File: src/sol_prot_pkg.sv
// Shared constants and types for the solenoid channel protection logic.
package sol_prot_pkg;
  localparam int NUM_CH           = 2;
  localparam int SETPOINT_W       = 11;
  localparam int FILTER_MIN_CYC   = 20;
  localparam int FILTER_MAX_CYC   = 40;
  localparam int FILTER_CYC       = 30;
  localparam int FILTER_W         = 6;
  localparam logic [SETPOINT_W-1:0] SETPOINT_ZERO = 11'h000;
  localparam logic [FILTER_W-1:0]   FILTER_ZERO   = 6'h00;
  localparam logic [FILTER_W-1:0]   FILTER_ONE    = 6'h01;
  localparam logic CFG_LOW_SIDE  = 1'b0;
  localparam logic CFG_HIGH_SIDE = 1'b1;
  typedef enum {CH_OFF, CH_RUN, CH_TRIPPED} ch_state_t;
endpackage

File: src/sol_sync.sv
// Two-flop synchroniser for a bus of asynchronous comparator levels.
`timescale 1ns/1ps
`default_nettype none
module sol_sync #(
  parameter int W = 1
) (
  input  wire logic         CLOCK,
  input  wire logic         SYS_RST,
  input  wire logic [W-1:0] async_in,
  output logic      [W-1:0] sync_out
);
  logic [W-1:0] stage1;
  always_ff @(posedge CLOCK) begin
    if (SYS_RST) begin
      stage1   <= '0;
      sync_out <= '0;
    end else begin
      stage1   <= async_in;
      sync_out <= stage1;
    end
  end
endmodule
`default_nettype wire

File: src/sol_oc_filter.sv
// Overcurrent persistence filter counting system clock cycles.
`timescale 1ns/1ps
`default_nettype none
module sol_oc_filter
  import sol_prot_pkg::*;
#(
  parameter int FILTER_CYCLES = sol_prot_pkg::FILTER_CYC
) (
  input  wire logic CLOCK,
  input  wire logic SYS_RST,
  input  wire logic active,
  input  wire logic over_low,
  output logic      expired
);
  localparam logic [FILTER_W-1:0] LIMIT = FILTER_W'(FILTER_CYCLES);
  logic [FILTER_W-1:0] overcurrent_filter_timer;
  logic [FILTER_W-1:0] next_overcurrent_filter_timer;
  logic                next_expired;

  always_comb begin
    next_overcurrent_filter_timer = FILTER_ZERO;
    next_expired                  = 1'b0;
    if (active && over_low) begin
      if (overcurrent_filter_timer >= LIMIT) begin
        next_overcurrent_filter_timer = overcurrent_filter_timer;
        next_expired                  = 1'b1;
      end else begin
        next_overcurrent_filter_timer = overcurrent_filter_timer + FILTER_ONE;
      end
    end
    // Falling back below the low limit restarts the count from zero.
  end

  always_ff @(posedge CLOCK) begin
    if (SYS_RST) begin
      overcurrent_filter_timer <= FILTER_ZERO;
      expired                  <= 1'b0;
    end else begin
      overcurrent_filter_timer <= next_overcurrent_filter_timer;
      expired                  <= next_expired;
    end
  end
endmodule
`default_nettype wire

File: src/sol_fault_protect.sv
// Two-channel solenoid driver fault protection: shutdown, fault latching and alert.
`timescale 1ns/1ps
`default_nettype none
module sol_fault_protect
  import sol_prot_pkg::*;
#(
  parameter int N             = sol_prot_pkg::NUM_CH,
  parameter int FILTER_CYCLES = sol_prot_pkg::FILTER_CYC
) (
  input  wire logic                                  CLOCK,
  input  wire logic                                  SYS_RST,
  input  wire logic [N-1:0]                          CH_CONFIG_HIGH_SIDE,
  input  wire logic [N-1:0]                          CHANNEL_FAULT_MASK,
  input  wire logic [N-1:0]                          ENABLE_WR,
  input  wire logic [N-1:0]                          ENABLE_WR_DATA,
  input  wire logic [N-1:0]                          SETPOINT_WR,
  input  wire logic [N*sol_prot_pkg::SETPOINT_W-1:0] SETPOINT_WR_DATA,
  input  wire logic                                  REPORT_READ,
  input  wire logic [N-1:0]                          OC_LOW_HS_ASYNC,
  input  wire logic [N-1:0]                          OC_LOW_LS_ASYNC,
  input  wire logic [N-1:0]                          OC_HIGH_HS_ASYNC,
  input  wire logic [N-1:0]                          OC_HIGH_LS_ASYNC,
  input  wire logic [N-1:0]                          OPEN_LOAD_ON_ASYNC,
  input  wire logic [N-1:0]                          OVER_TEMP_ASYNC,
  input  wire logic [N-1:0]                          UNDER_VOLT_ASYNC,
  input  wire logic                                  VBAT_OVER_VOLT_ASYNC,
  output logic      [N-1:0]                          CHANNEL_ENABLE,
  output logic      [N*sol_prot_pkg::SETPOINT_W-1:0] SETPOINT,
  output logic      [N-1:0]                          STAGE_ON,
  output logic      [N-1:0]                          OVERCURRENT_FLAG,
  output logic      [N-1:0]                          OPEN_LOAD_BYPASS_FLAG,
  output logic      [N-1:0]                          OVERTEMP_FLAG,
  output logic      [N-1:0]                          UNDERVOLT_FLAG,
  output logic                                       OVERVOLT_FLAG,
  output logic                                       FAULT_ALERT_OUTPUT_OUT,
  output logic                                       FAULT_ALERT_OUTPUT_OE
);
  localparam int SW = SETPOINT_W;
  localparam int CW = 7 * N + 1;

  // Every comparator level crosses into the clock domain here.
  logic [CW-1:0] cmp_sync;
  logic [N-1:0]  oc_low_hs;
  logic [N-1:0]  oc_low_ls;
  logic [N-1:0]  oc_high_hs;
  logic [N-1:0]  oc_high_ls;
  logic [N-1:0]  open_load_on;
  logic [N-1:0]  over_temp;
  logic [N-1:0]  under_volt;
  logic          over_volt;

  sol_sync #(
    .W (CW)
  ) u_sync (
    .CLOCK    (CLOCK),
    .SYS_RST  (SYS_RST),
    .async_in ({VBAT_OVER_VOLT_ASYNC, UNDER_VOLT_ASYNC, OVER_TEMP_ASYNC,
                OPEN_LOAD_ON_ASYNC, OC_HIGH_LS_ASYNC, OC_HIGH_HS_ASYNC,
                OC_LOW_LS_ASYNC, OC_LOW_HS_ASYNC}),
    .sync_out (cmp_sync)
  );

  assign {over_volt, under_volt, over_temp, open_load_on,
          oc_high_ls, oc_high_hs, oc_low_ls, oc_low_hs} = cmp_sync;

  // Channel running means enabled with a nonzero setpoint.
  function automatic logic is_running(input logic en, input logic [SW-1:0] sp);
    is_running = en && (sp != SETPOINT_ZERO);
  endfunction

  // Picks one channel's setpoint field out of the packed vector.
  function automatic logic [SW-1:0] sp_field(input logic [N*SW-1:0] vec, input int ch);
    sp_field = vec[ch*SW +: SW];
  endfunction

  // Any of these conditions forces the channel off. Open load only counts while
  // the stage is driven, since an idle channel draws no current to judge.
  function automatic logic fault_kill(input logic same, input logic opp,
                                      input logic open_drv, input logic hot,
                                      input logic low_supply, input logic high_vbat);
    fault_kill = same || opp || open_drv || hot || low_supply || high_vbat;
  endfunction

  logic [N-1:0] filt_hs;
  logic [N-1:0] filt_ls;

  // Each switch has its own filter so that a slow trip is blamed on the right side.
  genvar g;
  generate
    for (g = 0; g < N; g++) begin : g_ch
      sol_oc_filter #(
        .FILTER_CYCLES (FILTER_CYCLES)
      ) u_filt_hs (
        .CLOCK    (CLOCK),
        .SYS_RST  (SYS_RST),
        .active   (STAGE_ON[g]),
        .over_low (oc_low_hs[g]),
        .expired  (filt_hs[g])
      );
      sol_oc_filter #(
        .FILTER_CYCLES (FILTER_CYCLES)
      ) u_filt_ls (
        .CLOCK    (CLOCK),
        .SYS_RST  (SYS_RST),
        .active   (STAGE_ON[g]),
        .over_low (oc_low_ls[g]),
        .expired  (filt_ls[g])
      );
    end
  endgenerate

  // Decoded trip causes per channel, shared by the flag group and the channel group.
  logic [N-1:0] same_side;
  logic [N-1:0] opp_side;
  logic [N-1:0] open_on;
  logic [N-1:0] kill;

  always_comb begin
    logic hs_trip;
    logic ls_trip;
    hs_trip   = 1'b0;
    ls_trip   = 1'b0;
    same_side = '0;
    opp_side  = '0;
    open_on   = '0;
    kill      = '0;
    for (int i = 0; i < N; i++) begin
      // High limit trips at once; low limit only via the expired filter.
      hs_trip = STAGE_ON[i] && (oc_high_hs[i] || filt_hs[i]);
      ls_trip = STAGE_ON[i] && (oc_high_ls[i] || filt_ls[i]);
      if (CH_CONFIG_HIGH_SIDE[i] == CFG_HIGH_SIDE) begin
        same_side[i] = hs_trip;
        opp_side[i]  = ls_trip;
      end else begin
        same_side[i] = ls_trip;
        opp_side[i]  = hs_trip;
      end
      open_on[i] = STAGE_ON[i] && open_load_on[i];
      kill[i]    = fault_kill(same_side[i], opp_side[i], open_on[i], over_temp[i],
                              under_volt[i], over_volt);
    end
  end

  logic [N-1:0] next_oc_flag;
  logic [N-1:0] next_open_load_bypass_flag_flag;
  logic [N-1:0] next_ot_flag;
  logic [N-1:0] next_uv_flag;
  logic         next_ov_flag;

  // Clears are applied first so that a fault arriving in the same cycle wins.
  always_comb begin
    next_oc_flag   = OVERCURRENT_FLAG;
    next_open_load_bypass_flag_flag = OPEN_LOAD_BYPASS_FLAG;
    next_ot_flag   = OVERTEMP_FLAG;
    next_uv_flag   = UNDERVOLT_FLAG;
    next_ov_flag   = OVERVOLT_FLAG;
    if (REPORT_READ) begin
      next_oc_flag = '0;
      next_ov_flag = over_volt;
      for (int i = 0; i < N; i++) begin
        if (!over_temp[i]) next_ot_flag[i] = 1'b0;
        if (!open_load_on[i]) next_open_load_bypass_flag_flag[i] = 1'b0;
        if (!under_volt[i]) next_uv_flag[i] = 1'b0;
      end
    end
    next_oc_flag   = next_oc_flag | same_side;
    next_open_load_bypass_flag_flag = next_open_load_bypass_flag_flag | opp_side | open_on;
    next_ot_flag   = next_ot_flag | over_temp;
    next_uv_flag   = next_uv_flag | under_volt;
    if (over_volt) next_ov_flag = 1'b1;
  end

  always_ff @(posedge CLOCK) begin
    if (SYS_RST) begin
      OVERCURRENT_FLAG      <= '0;
      OPEN_LOAD_BYPASS_FLAG <= '0;
      OVERTEMP_FLAG         <= '0;
      UNDERVOLT_FLAG        <= '0;
      OVERVOLT_FLAG         <= 1'b0;
    end else begin
      OVERCURRENT_FLAG      <= next_oc_flag;
      OPEN_LOAD_BYPASS_FLAG <= next_open_load_bypass_flag_flag;
      OVERTEMP_FLAG         <= next_ot_flag;
      UNDERVOLT_FLAG        <= next_uv_flag;
      OVERVOLT_FLAG         <= next_ov_flag;
    end
  end

  // A channel is idle, driving, or tripped and waiting for the host. The pending
  // bit stays set from the trip until the report is read, so that a write racing
  // the read cannot restart the channel early.
  ch_state_t       state [N];
  ch_state_t       next_state [N];
  logic [N-1:0]    next_enable;
  logic [N*SW-1:0] next_setpoint;
  logic [N-1:0]    next_stage_on;
  logic [N-1:0]    next_report_pending;
  logic [N-1:0]    report_pending;
  logic            alert;

  always_comb begin
    next_state          = state;
    next_enable         = CHANNEL_ENABLE;
    next_setpoint       = SETPOINT;
    next_stage_on       = '0;
    next_report_pending = report_pending;
    if (REPORT_READ) next_report_pending = '0;
    for (int i = 0; i < N; i++) begin
      if (ENABLE_WR[i]) next_enable[i] = ENABLE_WR_DATA[i];
      if (SETPOINT_WR[i]) next_setpoint[i*SW +: SW] = SETPOINT_WR_DATA[i*SW +: SW];

      case (state[i])
        CH_OFF: begin
          if (!kill[i] && is_running(next_enable[i], sp_field(next_setpoint, i))) begin
            next_state[i]    = CH_RUN;
            next_stage_on[i] = 1'b1;
          end
        end
        CH_RUN: begin
          next_stage_on[i] = is_running(next_enable[i], sp_field(next_setpoint, i));
          if (!next_stage_on[i]) next_state[i] = CH_OFF;
        end
        CH_TRIPPED: begin
          // A fresh enable and nonzero setpoint after the report read restarts.
          if (!report_pending[i] && !kill[i]
              && is_running(next_enable[i], sp_field(next_setpoint, i))) begin
            next_state[i]    = CH_RUN;
            next_stage_on[i] = 1'b1;
          end
        end
        default: next_state[i] = CH_OFF;
      endcase

      if (kill[i]) begin
        // Stage off and control bits cleared, overriding any same-cycle write.
        next_state[i]              = CH_TRIPPED;
        next_stage_on[i]           = 1'b0;
        next_enable[i]             = 1'b0;
        next_setpoint[i*SW +: SW]  = SETPOINT_ZERO;
        next_report_pending[i]     = 1'b1;
      end
    end
  end

  always_ff @(posedge CLOCK) begin
    if (SYS_RST) begin
      state          <= '{default: CH_OFF};
      CHANNEL_ENABLE <= '0;
      SETPOINT       <= '0;
      STAGE_ON       <= '0;
      report_pending <= '0;
    end else begin
      state          <= next_state;
      CHANNEL_ENABLE <= next_enable;
      SETPOINT       <= next_setpoint;
      STAGE_ON       <= next_stage_on;
      report_pending <= next_report_pending;
    end
  end

  // Unmasked channel flags and the overvoltage flag pull the wired-AND alert low.
  // Overvoltage has no mask of its own: it stops every channel, so the host must
  // always hear of it.
  always_comb begin
    alert = OVERVOLT_FLAG;
    for (int i = 0; i < N; i++) begin
      alert = alert || (CHANNEL_FAULT_MASK[i] && (OVERCURRENT_FLAG[i]
              || OPEN_LOAD_BYPASS_FLAG[i] || OVERTEMP_FLAG[i] || UNDERVOLT_FLAG[i]));
    end
  end

  // Open drain: the pin is only ever driven low, never high.
  assign FAULT_ALERT_OUTPUT_OUT = 1'b0;
  assign FAULT_ALERT_OUTPUT_OE  = alert;
endmodule
`default_nettype wire

File: config.mk
export PLATFORM = sky130hd
export DESIGN_NAME = sol_fault_protect
export DESIGN_NICKNAME = d
export VERILOG_FILES = /design/src/sol_prot_pkg.sv /design/src/sol_sync.sv /design/src/sol_oc_filter.sv /design/src/sol_fault_protect.sv
export SDC_FILE = /design/constraint.sdc
export NUM_CORES = 1
export LEC_CHECK = 0
export BUFFER_PORTS_ARGS = -buffer_cell sky130_fd_sc_hd__buf_2
export CAP_MARGIN = 20
export CORE_MARGIN = 2
export CORE_UTILIZATION = 50
export DETAILED_ROUTE_END_ITERATION = 8
export PLACE_DENSITY = 0.85
export SKIP_LAST_GASP = 1
export SLEW_MARGIN = 30
export SYNTH_ARGS = -nofsm -noshare
export SYNTH_HDL_FRONTEND = slang
export SYNTH_SLANG_ARGS = --single-unit
File: constraint.sdc
create_clock -name CLOCK -period 3.3 [get_ports CLOCK]
set_clock_uncertainty 0.2 [all_clocks]
set_input_delay 0.825 -clock CLOCK [delete_from_list [all_inputs] [get_ports CLOCK]]
set_output_delay 0.825 -clock CLOCK [all_outputs]
set_load 0.05 [all_outputs]
# Yosys cells after proc, flatten, opt, wreduce, memory -nomap -nowiden
# Cells that the tools add are included.
[op_classes] bitwise=9 n_mul=0 addsub=4 div_mod_pow=0 reduce_logical=63 shift=0 n_lt_le_gt_ge=4 eq_ne=16 mux=43
[op_table] op="32-bit 2-to-1 mux" n=6
[op_table] op="32-bit one-hot mux with 3 select lines" n=2
[op_table] op="32-bit by 1-bit == test with 1-bit output, second input constant" n=2
[op_table] op="32-bit by 2-bit == test with 1-bit output, second input constant" n=2
[op_table] op="32-bit zero test" n=2
[op_table] op="6-bit by 1-bit adder with 6-bit output, second input constant" n=4
[op_table] op="6-bit by 5-bit >= comparator with 1-bit output, second input constant" n=4
[op_table] op="1-bit 2-to-1 mux" n=24
[op_table] op="1-bit logical OR" n=22
[op_table] op="11-bit 2-to-1 mux" n=2
[op_table] op="11-bit nonzero test" n=2
[op_table] op="1-bit logical AND" n=20
[op_table] op="3-bit != test, second input constant" n=6
[op_table] op="2-bit 2-to-1 mux" n=7
[op_table] op="2-bit != test, second input constant" n=6
[op_table] op="3-bit AND reduction" n=4
[op_table] op="2-bit OR reduction" n=6
[op_table] op="2-bit OR" n=5
[op_table] op="1-bit one-hot mux with 3 select lines" n=2
[op_table] op="2-bit nonzero test" n=3
[op_table] op="1-bit zero test" n=4
[op_table] op="1-bit inverter" n=4
[word_totals] wordCells=166 ram_bits=0 latchBits=0 output_inout_bits=37 register_bits=159 mem_count=0 romBits=0 in_bits=50

# Longest topological paths before layout
# Gate-level depths: netlist of the first run.
[depth] depth_word=14 depth_mapped=6 depth_no_buf=6

# By module
# From an unflattened synthesis of the first run, not the netlist that was laid out.
[hier_totals] cells_unflattened=381 area_unflattened_um2=3901.2
[by_module_without_submodules] module="sol_fault_protect" cells_each=186 n_inst=1 seq_area_each_um2=820.8 area_per_inst_um2=1717.9
[by_module_without_submodules] module="sol_oc_filter" cells_each=33 n_inst=4 seq_area_each_um2=140.1 area_per_inst_um2=325.3
[by_module_without_submodules] module="sol_sync" cells_each=63 n_inst=1 seq_area_each_um2=600.6 area_per_inst_um2=882.1

# Worst setup path before layout of the first run
# Ideal clock, no wire load.
[synth_timing] path_type="reg-to-output" startpoint="register OPEN_LOAD_BYPASS_FLAG[1]" endpoint="output FAULT_ALERT_OUTPUT_OE" t_arrival_ns=1.471 path_slack_ns=0.804 path_stages_with_launch=4 n_path_buf=0 t_required_ns=2.275 path_cell_list="dfxtp_1 or4_1 a21oi_1 nand2_1"
[synth_between] elab_chain_cells=5
[synth_rtl] element="start: declaration" line_no="sol_fault_protect.sv:31" rtl="output logic [N-1:0] OPEN_LOAD_BYPASS_FLAG,"
[synth_rtl] element="start signal: assignment" line_no="sol_fault_protect.sv:182" rtl="OPEN_LOAD_BYPASS_FLAG <= next_open_load_bypass_flag_flag;"
[synth_rtl] element="1-bit logical OR (3 in series)" line_no="sol_fault_protect.sv:268" rtl="|| OPEN_LOAD_BYPASS_FLAG[i] || OVERTEMP_FLAG[i] || UNDERVOLT_FLAG[i]));"
[synth_rtl] element="1-bit logical AND" line_no="sol_fault_protect.sv:267" rtl="alert = alert || (CHANNEL_FAULT_MASK[i] && (OVERCURRENT_FLAG[i]"
[synth_rtl] element="1-bit logical OR" line_no="sol_fault_protect.sv:267"
[synth_rtl] element="end: declaration" line_no="sol_fault_protect.sv:36" rtl="output logic FAULT_ALERT_OUTPUT_OE"
# No other way between the ends.

# Final worst setup path of the first run
# Ends and elaborated chain as after synthesis.

==> results of run 1 <==
-- registers in the layout, summed over array words and instances (netlist names), 4 cells and up --
signal	flops
u_sync.stage1	15
u_sync.sync_out	15
state	4
g_ch.u_filt_hs.overcurrent_filter_timer	12
g_ch.u_filt_ls.overcurrent_filter_timer	12
SETPOINT	22
-- critical path: stages (launching register included) --
cell and delay [ps]:
dfxtp_1 330, or4_1 550, a21oi_1 160, nand2_1 60
buf_2 230
-- kinds of logic after synthesis --
family | count (synthesis) | share of synthesized area, %
and+or+nand+nor | 161 | 22.7
DFF | 99 | 53.4
AOI/OAI and AO/OA | 50 | 8.73
buffers and inverters | 25 | 3.10
muxes | 24 | 6.47
xor gates and xnor gates | 12 | 2.83
adders and majority gates | 8 | 2.70
other | 1 | 0.101
-- cells in the mapped netlist, types with 4 or more instances --
| cell | number |
|---|---|
| a211oi_1 | 5 |
| a21oi_1 | 17 |
| a31oi_1 | 6 |
| and3_1 | 6 |
| clkbuf_1 | 6 |
| dfxtp_1 | 99 |
| ha_1 | 8 |
| inv_1 | 11 |
| mux2i_1 | 24 |
| nand2_1 | 15 |
| nand3_1 | 4 |
| nor2_1 | 61 |
| nor2b_1 | 33 |
| nor3_1 | 7 |
| nor4_1 | 10 |
| o21ai_0 | 4 |
| or4_1 | 6 |
| xnor2_1 | 8 |
| xor2_1 | 4 |
-- cell usage in the layout, fill, tap and decap left out, types with 8 or more instances in the layout --
cell type and count:
nor2_1 61, dfxtp_1 99, xnor2_1 8, nand2_1 15, clkbuf_8 9, ha_1 8, nor4_1 10, a21oi_1 17
nor2b_1 33, mux2i_1 24, buf_2 85, inv_1 11
-- metrics by stage --
stage | hold WS [ps] | cells | instance area, µm² | power, µW
CTS | 250 | 567 | 4430 | 2420
floorplan | 214 | 380 | 3710 | 1480
global placement | 224 | 551 | 4190 | 1550
global route | 267 | 567 | 4430 | 2490
finish | 246 | 567 | 4430 | 2400
detailed placement | 225 | 551 | 4190 | 1560
-- power groups by stage --
stage / clock [µW] / sequential (µW) / combinational (µW)
finish: 867 / 1270 / 261
floorplan: 0 / 1360 / 120
global placement: 0 / 1290 / 255
CTS: 892 / 1270 / 263
detailed placement: 0 / 1300 / 262
global route: 932 / 1280 / 282
-- final timing paths --
| kind | endpoint | slack, ps | cells past startpoint |
|---|---|---|---|
| worst max register to register | STAGE_ON[0] | 1320 | 4 |
| worst min register to register | u_sync.sync_out[5] | 250 | 1 |
| worst min-delay path | u_sync.sync_out[5] | 250 | 1 |
| worst max-delay path | FAULT_ALERT_OUTPUT_OE | 590 | 4 |
-- final cells by class --
class	count	share of cell area [%]
Timing Repair Buffer	86	9.78
Clock buffer	9	2.80
Sequential cell	99	44.8
Tap cell	99	2.80
Clock inverter	7	2.43
Inverter	11	0.933
Multi-Input combinational cell	256	36.5
-- layer usage --
| layer | track usage, % | up-vias |
|---|---|---|
| met3 | 4.69 | 15 |
| met2 | 36.3 | 60 |
| met1 | 20.9 | 1345 |
| met4 | 7.82 | 0 |
| met5 | 0 | - |
| li1 | - | 1471 |
==> results.sh, run 1 <==
export IMPL_viasPerCell=5.10
export IMPL_ys_ff_latch=99
export IMPL_grt_pass1_wl_mm=12.8
export IMPL_fin_ws_ps=591
export IMPL_clk_latency_ps=360
export IMPL_io_pins=87
export IMPL_detail_route_antenna_nets=0
export IMPL_worst_hold_path_type="flop to flop"
export IMPL_min_period_ps=2710
export IMPL_cts_hold_buf=0
export IMPL_wirelength_mm=7.49
export IMPL_multiInputGateArea_um2=1610
export IMPL_cp_arrival_ps=1680
export IMPL_wire_per_inst_um=13.2
export IMPL_grt_pass1_vias=2851
export IMPL_status="completed"
export IMPL_highest_layer="met4"
export IMPL_yosysTopAreaCellShare_pct=53.4
export IMPL_setup_viol=0
export IMPL_finalHoldViolations=0
export IMPL_syn_num_nets=438
export IMPL_drt_met1_wl_mm=3.07
export IMPL_cts_tree="built"
export IMPL_hpwl_mm=5.64
export IMPL_synth_distinct_cells=46
export IMPL_crit_start="OPEN_LOAD_BYPASS_FLAG[1]"
export IMPL_synth_area_um2=3710
export IMPL_cts_max_path_buffers=2
export IMPL_placementRows=31
export IMPL_synth_flop_cell="dfxtp_1"
export IMPL_wl_met3_um=308
export IMPL_max_freq_mhz=369
export IMPL_p_leak_uw=0.00196
export IMPL_dieArea_um2=8130
export IMPL_synth_top_cell_by_area="dfxtp_1"
export IMPL_drt_pass1_iter_count=4
export IMPL_crit_required_ps=2270
export IMPL_diodes=0
export IMPL_irDropWorstVdd_v=0.000338
export IMPL_drc=0
export IMPL_gp_congestion=0.827
export IMPL_synth_edf_count=0
export IMPL_drtIter0Drc=120
export IMPL_cts_buffers=9
export IMPL_post_place_ws_ps=858
export IMPL_clock_sinks=99
export IMPL_seq_area_frac_synth_pct=53.4
export IMPL_finalMaxSlewViolations=0
export IMPL_p_int_uw=1770
export IMPL_num_vias=2891
export IMPL_dr_wl_met2_mm=3.97
export IMPL_cap_violations=0
export IMPL_clockPowerShare_pct=36.2
export IMPL_maxSlewHeadroom_pct=52.3
export IMPL_synth_area_leaders="dfxtp_1, mux2i_1, nor2_1"
export IMPL_power_density_nw_per_um2=542
export IMPL_die_height_um=90.2
export IMPL_cts_root_buf="clkbuf_8"
export IMPL_core_um2=7210
export IMPL_r2r_start="u_sync.sync_out[4]"
export IMPL_grt_setup_unrepaired="false"
export IMPL_regArea_um2=1980
export IMPL_p_switching_uw=627
export IMPL_worstHoldStart="u_sync.stage1[5]"
export IMPL_clkTransAtPathRegs_ps=100
export IMPL_synthArstFlopShare_pct=0
export IMPL_initial_core_util_pct=51.4
export IMPL_grt_remaining_overflow=0
export IMPL_postCtsSetupBuffers=0
export IMPL_grt_antenna_before_repair=0
export IMPL_path_max_fanout=3
export IMPL_portBuffers=85
export IMPL_start_kind="flop"
export IMPL_grt_util_all_layers_pct=19.4
export IMPL_grt_max_degree=41
export IMPL_sw_frac_of_total_pct=26.2
export IMPL_setup_tns_ps=0
export IMPL_avgSynthCellArea_um2=9.77
export IMPL_finalCritPeriodShare_pct=82.1
export IMPL_seq_power_share_pct=52.9
export IMPL_area_growth_pct=19.3
export IMPL_final_core_util_pct=61.3
export IMPL_cts_max_level=3
export IMPL_nNetsFinal=521
export IMPL_ctsResizeCount=0
export IMPL_p_comb_share_pct=10.9
export IMPL_yosys_warnings=0
export IMPL_worst_pin_slew_ps=716
export IMPL_crit_path_end_kind="primary output"
export IMPL_synthCells=380
export IMPL_worstSetupPathType="flop to primary output"
export IMPL_nFillCells=632
export IMPL_dieWidth_um=90.2
export IMPL_layout_drive_gt1_share_pct=22.6
(Power assumes the default switching activity.)
==> run 2: changes to the inputs <==
Settings changed: ABC_AREA set to 1, PLACE_DENSITY 0.85 to 0.84.
Clock period 3.3 ns to 2.7 ns, I/O delays scaled along.
==> run 2 against run 1 <==
Compared with the run above:
- sequential cell count did not move
- final cell count grew 30%
- synthesized area increased by 7.8%
==> results.sh, run 2 <==
export IMPL_largest_register="SETPOINT"
export IMPL_setup_tns_ps=0
export IMPL_r2r_start="g_ch[0].u_filt_ls.overcurrent_filter_timer[0]"
export IMPL_ys_ff_latch=99
export IMPL_mostFrequentLayoutCell="inv_1"
export IMPL_yosys_warnings=0
export IMPL_yosysTopAreaCellShare_pct=49.6
export IMPL_reg2regPathDepth=7
export IMPL_area_growth_pct=16.7
export IMPL_synth_distinct_cells=34
export IMPL_finalMaxSlewViolations=0
export IMPL_yosysMostFrequentCell="inv_1"
export IMPL_reg2reg_to="g_ch[0].u_filt_ls.overcurrent_filter_timer[4]"
export IMPL_drtIter0Drc=144
export IMPL_synth_area_leaders="dfxtp_1, inv_1, nand2_1"
export IMPL_status="completed"
export IMPL_worstSetupPathType="flop to primary output"
export IMPL_synth_common_cells="inv_1, nand2_1, dfxtp_1, nor2_1, o21ai_0"
export IMPL_ctsResizeCount=0
export IMPL_crit_required_ps=1820
export IMPL_sw_frac_of_total_pct=29.6
export IMPL_viasPerCell=4.57
export IMPL_reg_top3="SETPOINT (22), u_sync.stage1 (15), u_sync.sync_out (15)"
export IMPL_finalCritPeriodShare_pct=83.6
export IMPL_synthCells=544
export IMPL_seq_area_frac_synth_pct=49.6
export IMPL_cts_tree="built"
export IMPL_cts_buffers=9
export IMPL_place_area_um2=4480
export IMPL_clkTransAtPathRegs_ps=100
export IMPL_crit_path_end_kind="primary output"
export IMPL_portBuffers=85
export IMPL_drc=0
export IMPL_core_um2=7730
export IMPL_postCtsSetupBuffers=0
export IMPL_grt_pass1_vias=3104
export IMPL_num_vias=3365
export IMPL_wire_per_inst_um=10.2
export IMPL_p_switching_uw=836
export IMPL_detail_route_antenna_nets=0
export IMPL_grt_util_all_layers_pct=17.6
export IMPL_min_period_ps=2260
export IMPL_regArea_um2=1980
export IMPL_dieArea_um2=8730
export IMPL_finalHoldViolations=0
export IMPL_nFillCells=693
export IMPL_cap_violations=0
export IMPL_grt_max_degree=39
export IMPL_power_uw=2820
export IMPL_dieWidth_um=93.4
export IMPL_r2r_slack_ps=790
export IMPL_die_height_um=93.4
export IMPL_synth_flop_cell="dfxtp_1"
export IMPL_p_int_uw=1990
export IMPL_fin_area_um2=4670
export IMPL_layout_common_cells="inv_1, nand2_1, dfxtp_1"
export IMPL_synth_area_um2=4000
export IMPL_max_freq_mhz=443
export IMPL_crit_end="FAULT_ALERT_OUTPUT_OE"
export IMPL_grt_remaining_overflow=0
export IMPL_irDropWorstVdd_v=0.000439
export IMPL_p_comb_share_pct=13.0
export IMPL_multiInputGateArea_um2=1470
export IMPL_cts_max_level=3
export IMPL_setup_viol=0
export IMPL_io_pins=87
export IMPL_diodes=0
export IMPL_clock_sinks=99
export IMPL_gp_congestion=0.816
export IMPL_cts_root_buf="clkbuf_8"
export IMPL_cts_max_path_buffers=2
export IMPL_hpwl_mm=5.61
export IMPL_syn_num_nets=602
export IMPL_initial_core_util_pct=51.7
export IMPL_nNetsFinal=687
export IMPL_clk_latency_ps=350
export IMPL_cts_hold_buf=0
export IMPL_worst_hold_path_type="flop to flop"
export IMPL_placementRows=32
export IMPL_drt_pass1_iter_count=4
export IMPL_seq_power_share_pct=54.9
export IMPL_power_density_nw_per_um2=605
export IMPL_clockPowerShare_pct=32.1
export IMPL_cp_arrival_ps=1380
export IMPL_grt_setup_unrepaired="false"
export IMPL_p_leak_uw=0.00245
export IMPL_synth_edf_count=0
export IMPL_synthArstFlopShare_pct=0
export IMPL_largest_reg_flops=22
export IMPL_path_max_fanout=3
export IMPL_layout_drive_gt1_share_pct=18.5
export IMPL_synth_top_cell_by_area="dfxtp_1"
export IMPL_start_kind="flop"
export IMPL_avgSynthCellArea_um2=7.35
export IMPL_crit_start="OPEN_LOAD_BYPASS_FLAG[1]"
export IMPL_grt_pass1_wl_mm=12.5
export IMPL_grt_antenna_before_repair=0
export IMPL_wirelength_mm=7.52
-- run 2: cell types whose count changed after synthesis, sizes merged, moves of 8 or more --
cell | previous run | this run
inv | 11 | 123
xnor2 | 8 | 0
nor2 | 61 | 94
nor4 | 10 | 0
nand2 | 15 | 104
nor2b | 33 | 0
nand3 | 5 | 19
mux2i | 24 | 0
o21ai | 6 | 28
-- run 2: power groups by stage --
stage / clock network (µW) / logic, µW / registers, µW
finish: 906 / 367 / 1550
floorplan: 0 / 179 / 1670
global placement: 0 / 357 / 1580
CTS: 922 / 368 / 1550
detailed placement: 0 / 367 / 1580
global route: 984 / 403 / 1560
-- run 2: final cells by class --
type                       instances  share of cell area, %
sequential                        99                   42.5
multi-input combinational        309                   31.5
inverter                         124                   9.98
timing repair buffer              86                   9.28
tap                              102                   2.74
clock buffer                       9                   2.65
clock inverter                     7                   1.37
-- run 2: per-stage QoR --
step | utilization, % | std cells | worst slack, ps | hold slack [ps]
2_1_floorplan | - | 544 | 521 | 188
3_3_place_gp | 58.0 | 720 | 674 | 190
3_5_place_dp | 58.0 | 720 | 585 | 193
4_1_cts | 60.4 | 736 | 410 | 208
5_1_grt | 60.4 | 736 | 350 | 223
6_report | 60.4 | 736 | 443 | 207
-- run 2: kinds of logic (layout without fill, tap and decap cells) --
| kind of cell | after synthesis | after routing | share of synthesized area [%] |
|---|---|---|---|
| AOI/OAI and AO/OA | 59 | 59 | 8.85 |
| adders and majority gates | 8 | 8 | 2.50 |
| buffers and inverters | 136 | 226 | 13.7 |
| DFF | 99 | 99 | 49.6 |
| other | 1 | 1 | 0.0938 |
| and+or+nand+nor | 241 | 241 | 25.3 |
-- run 2: per-layer routing --
| layer | wire length (µm) | vias to the layer above | global-route usage, % |
|---|---|---|---|
| met4 | 156 | 0 | 6.62 |
| met2 | 3780 | 69 | 32.9 |
| met3 | 344 | 13 | 3.71 |
| met5 | 0 | - | 0 |
| met1 | 3230 | 1478 | 19.3 |
| li1 | - | 1805 | - |
-- run 2: worst min path at each step --
stage	start	end	slack, ps	depth (start not counted)
floorplan	u_sync.stage1[0]	u_sync.sync_out[0]	190	2
global placement	u_sync.stage1[2]	u_sync.sync_out[2]	190	2
detailed placement	u_sync.stage1[14]	u_sync.sync_out[14]	190	2
CTS	u_sync.stage1[14]	u_sync.sync_out[14]	210	2
global route	u_sync.stage1[14]	u_sync.sync_out[14]	220	2
finish	u_sync.stage1[14]	u_sync.sync_out[14]	210	2
-- run 2: critical path: stages, from the launching register on --
cell and delay, ps:
dfxtp_1 340, o41ai_1 360, nand3b_1 110, buf_2 220
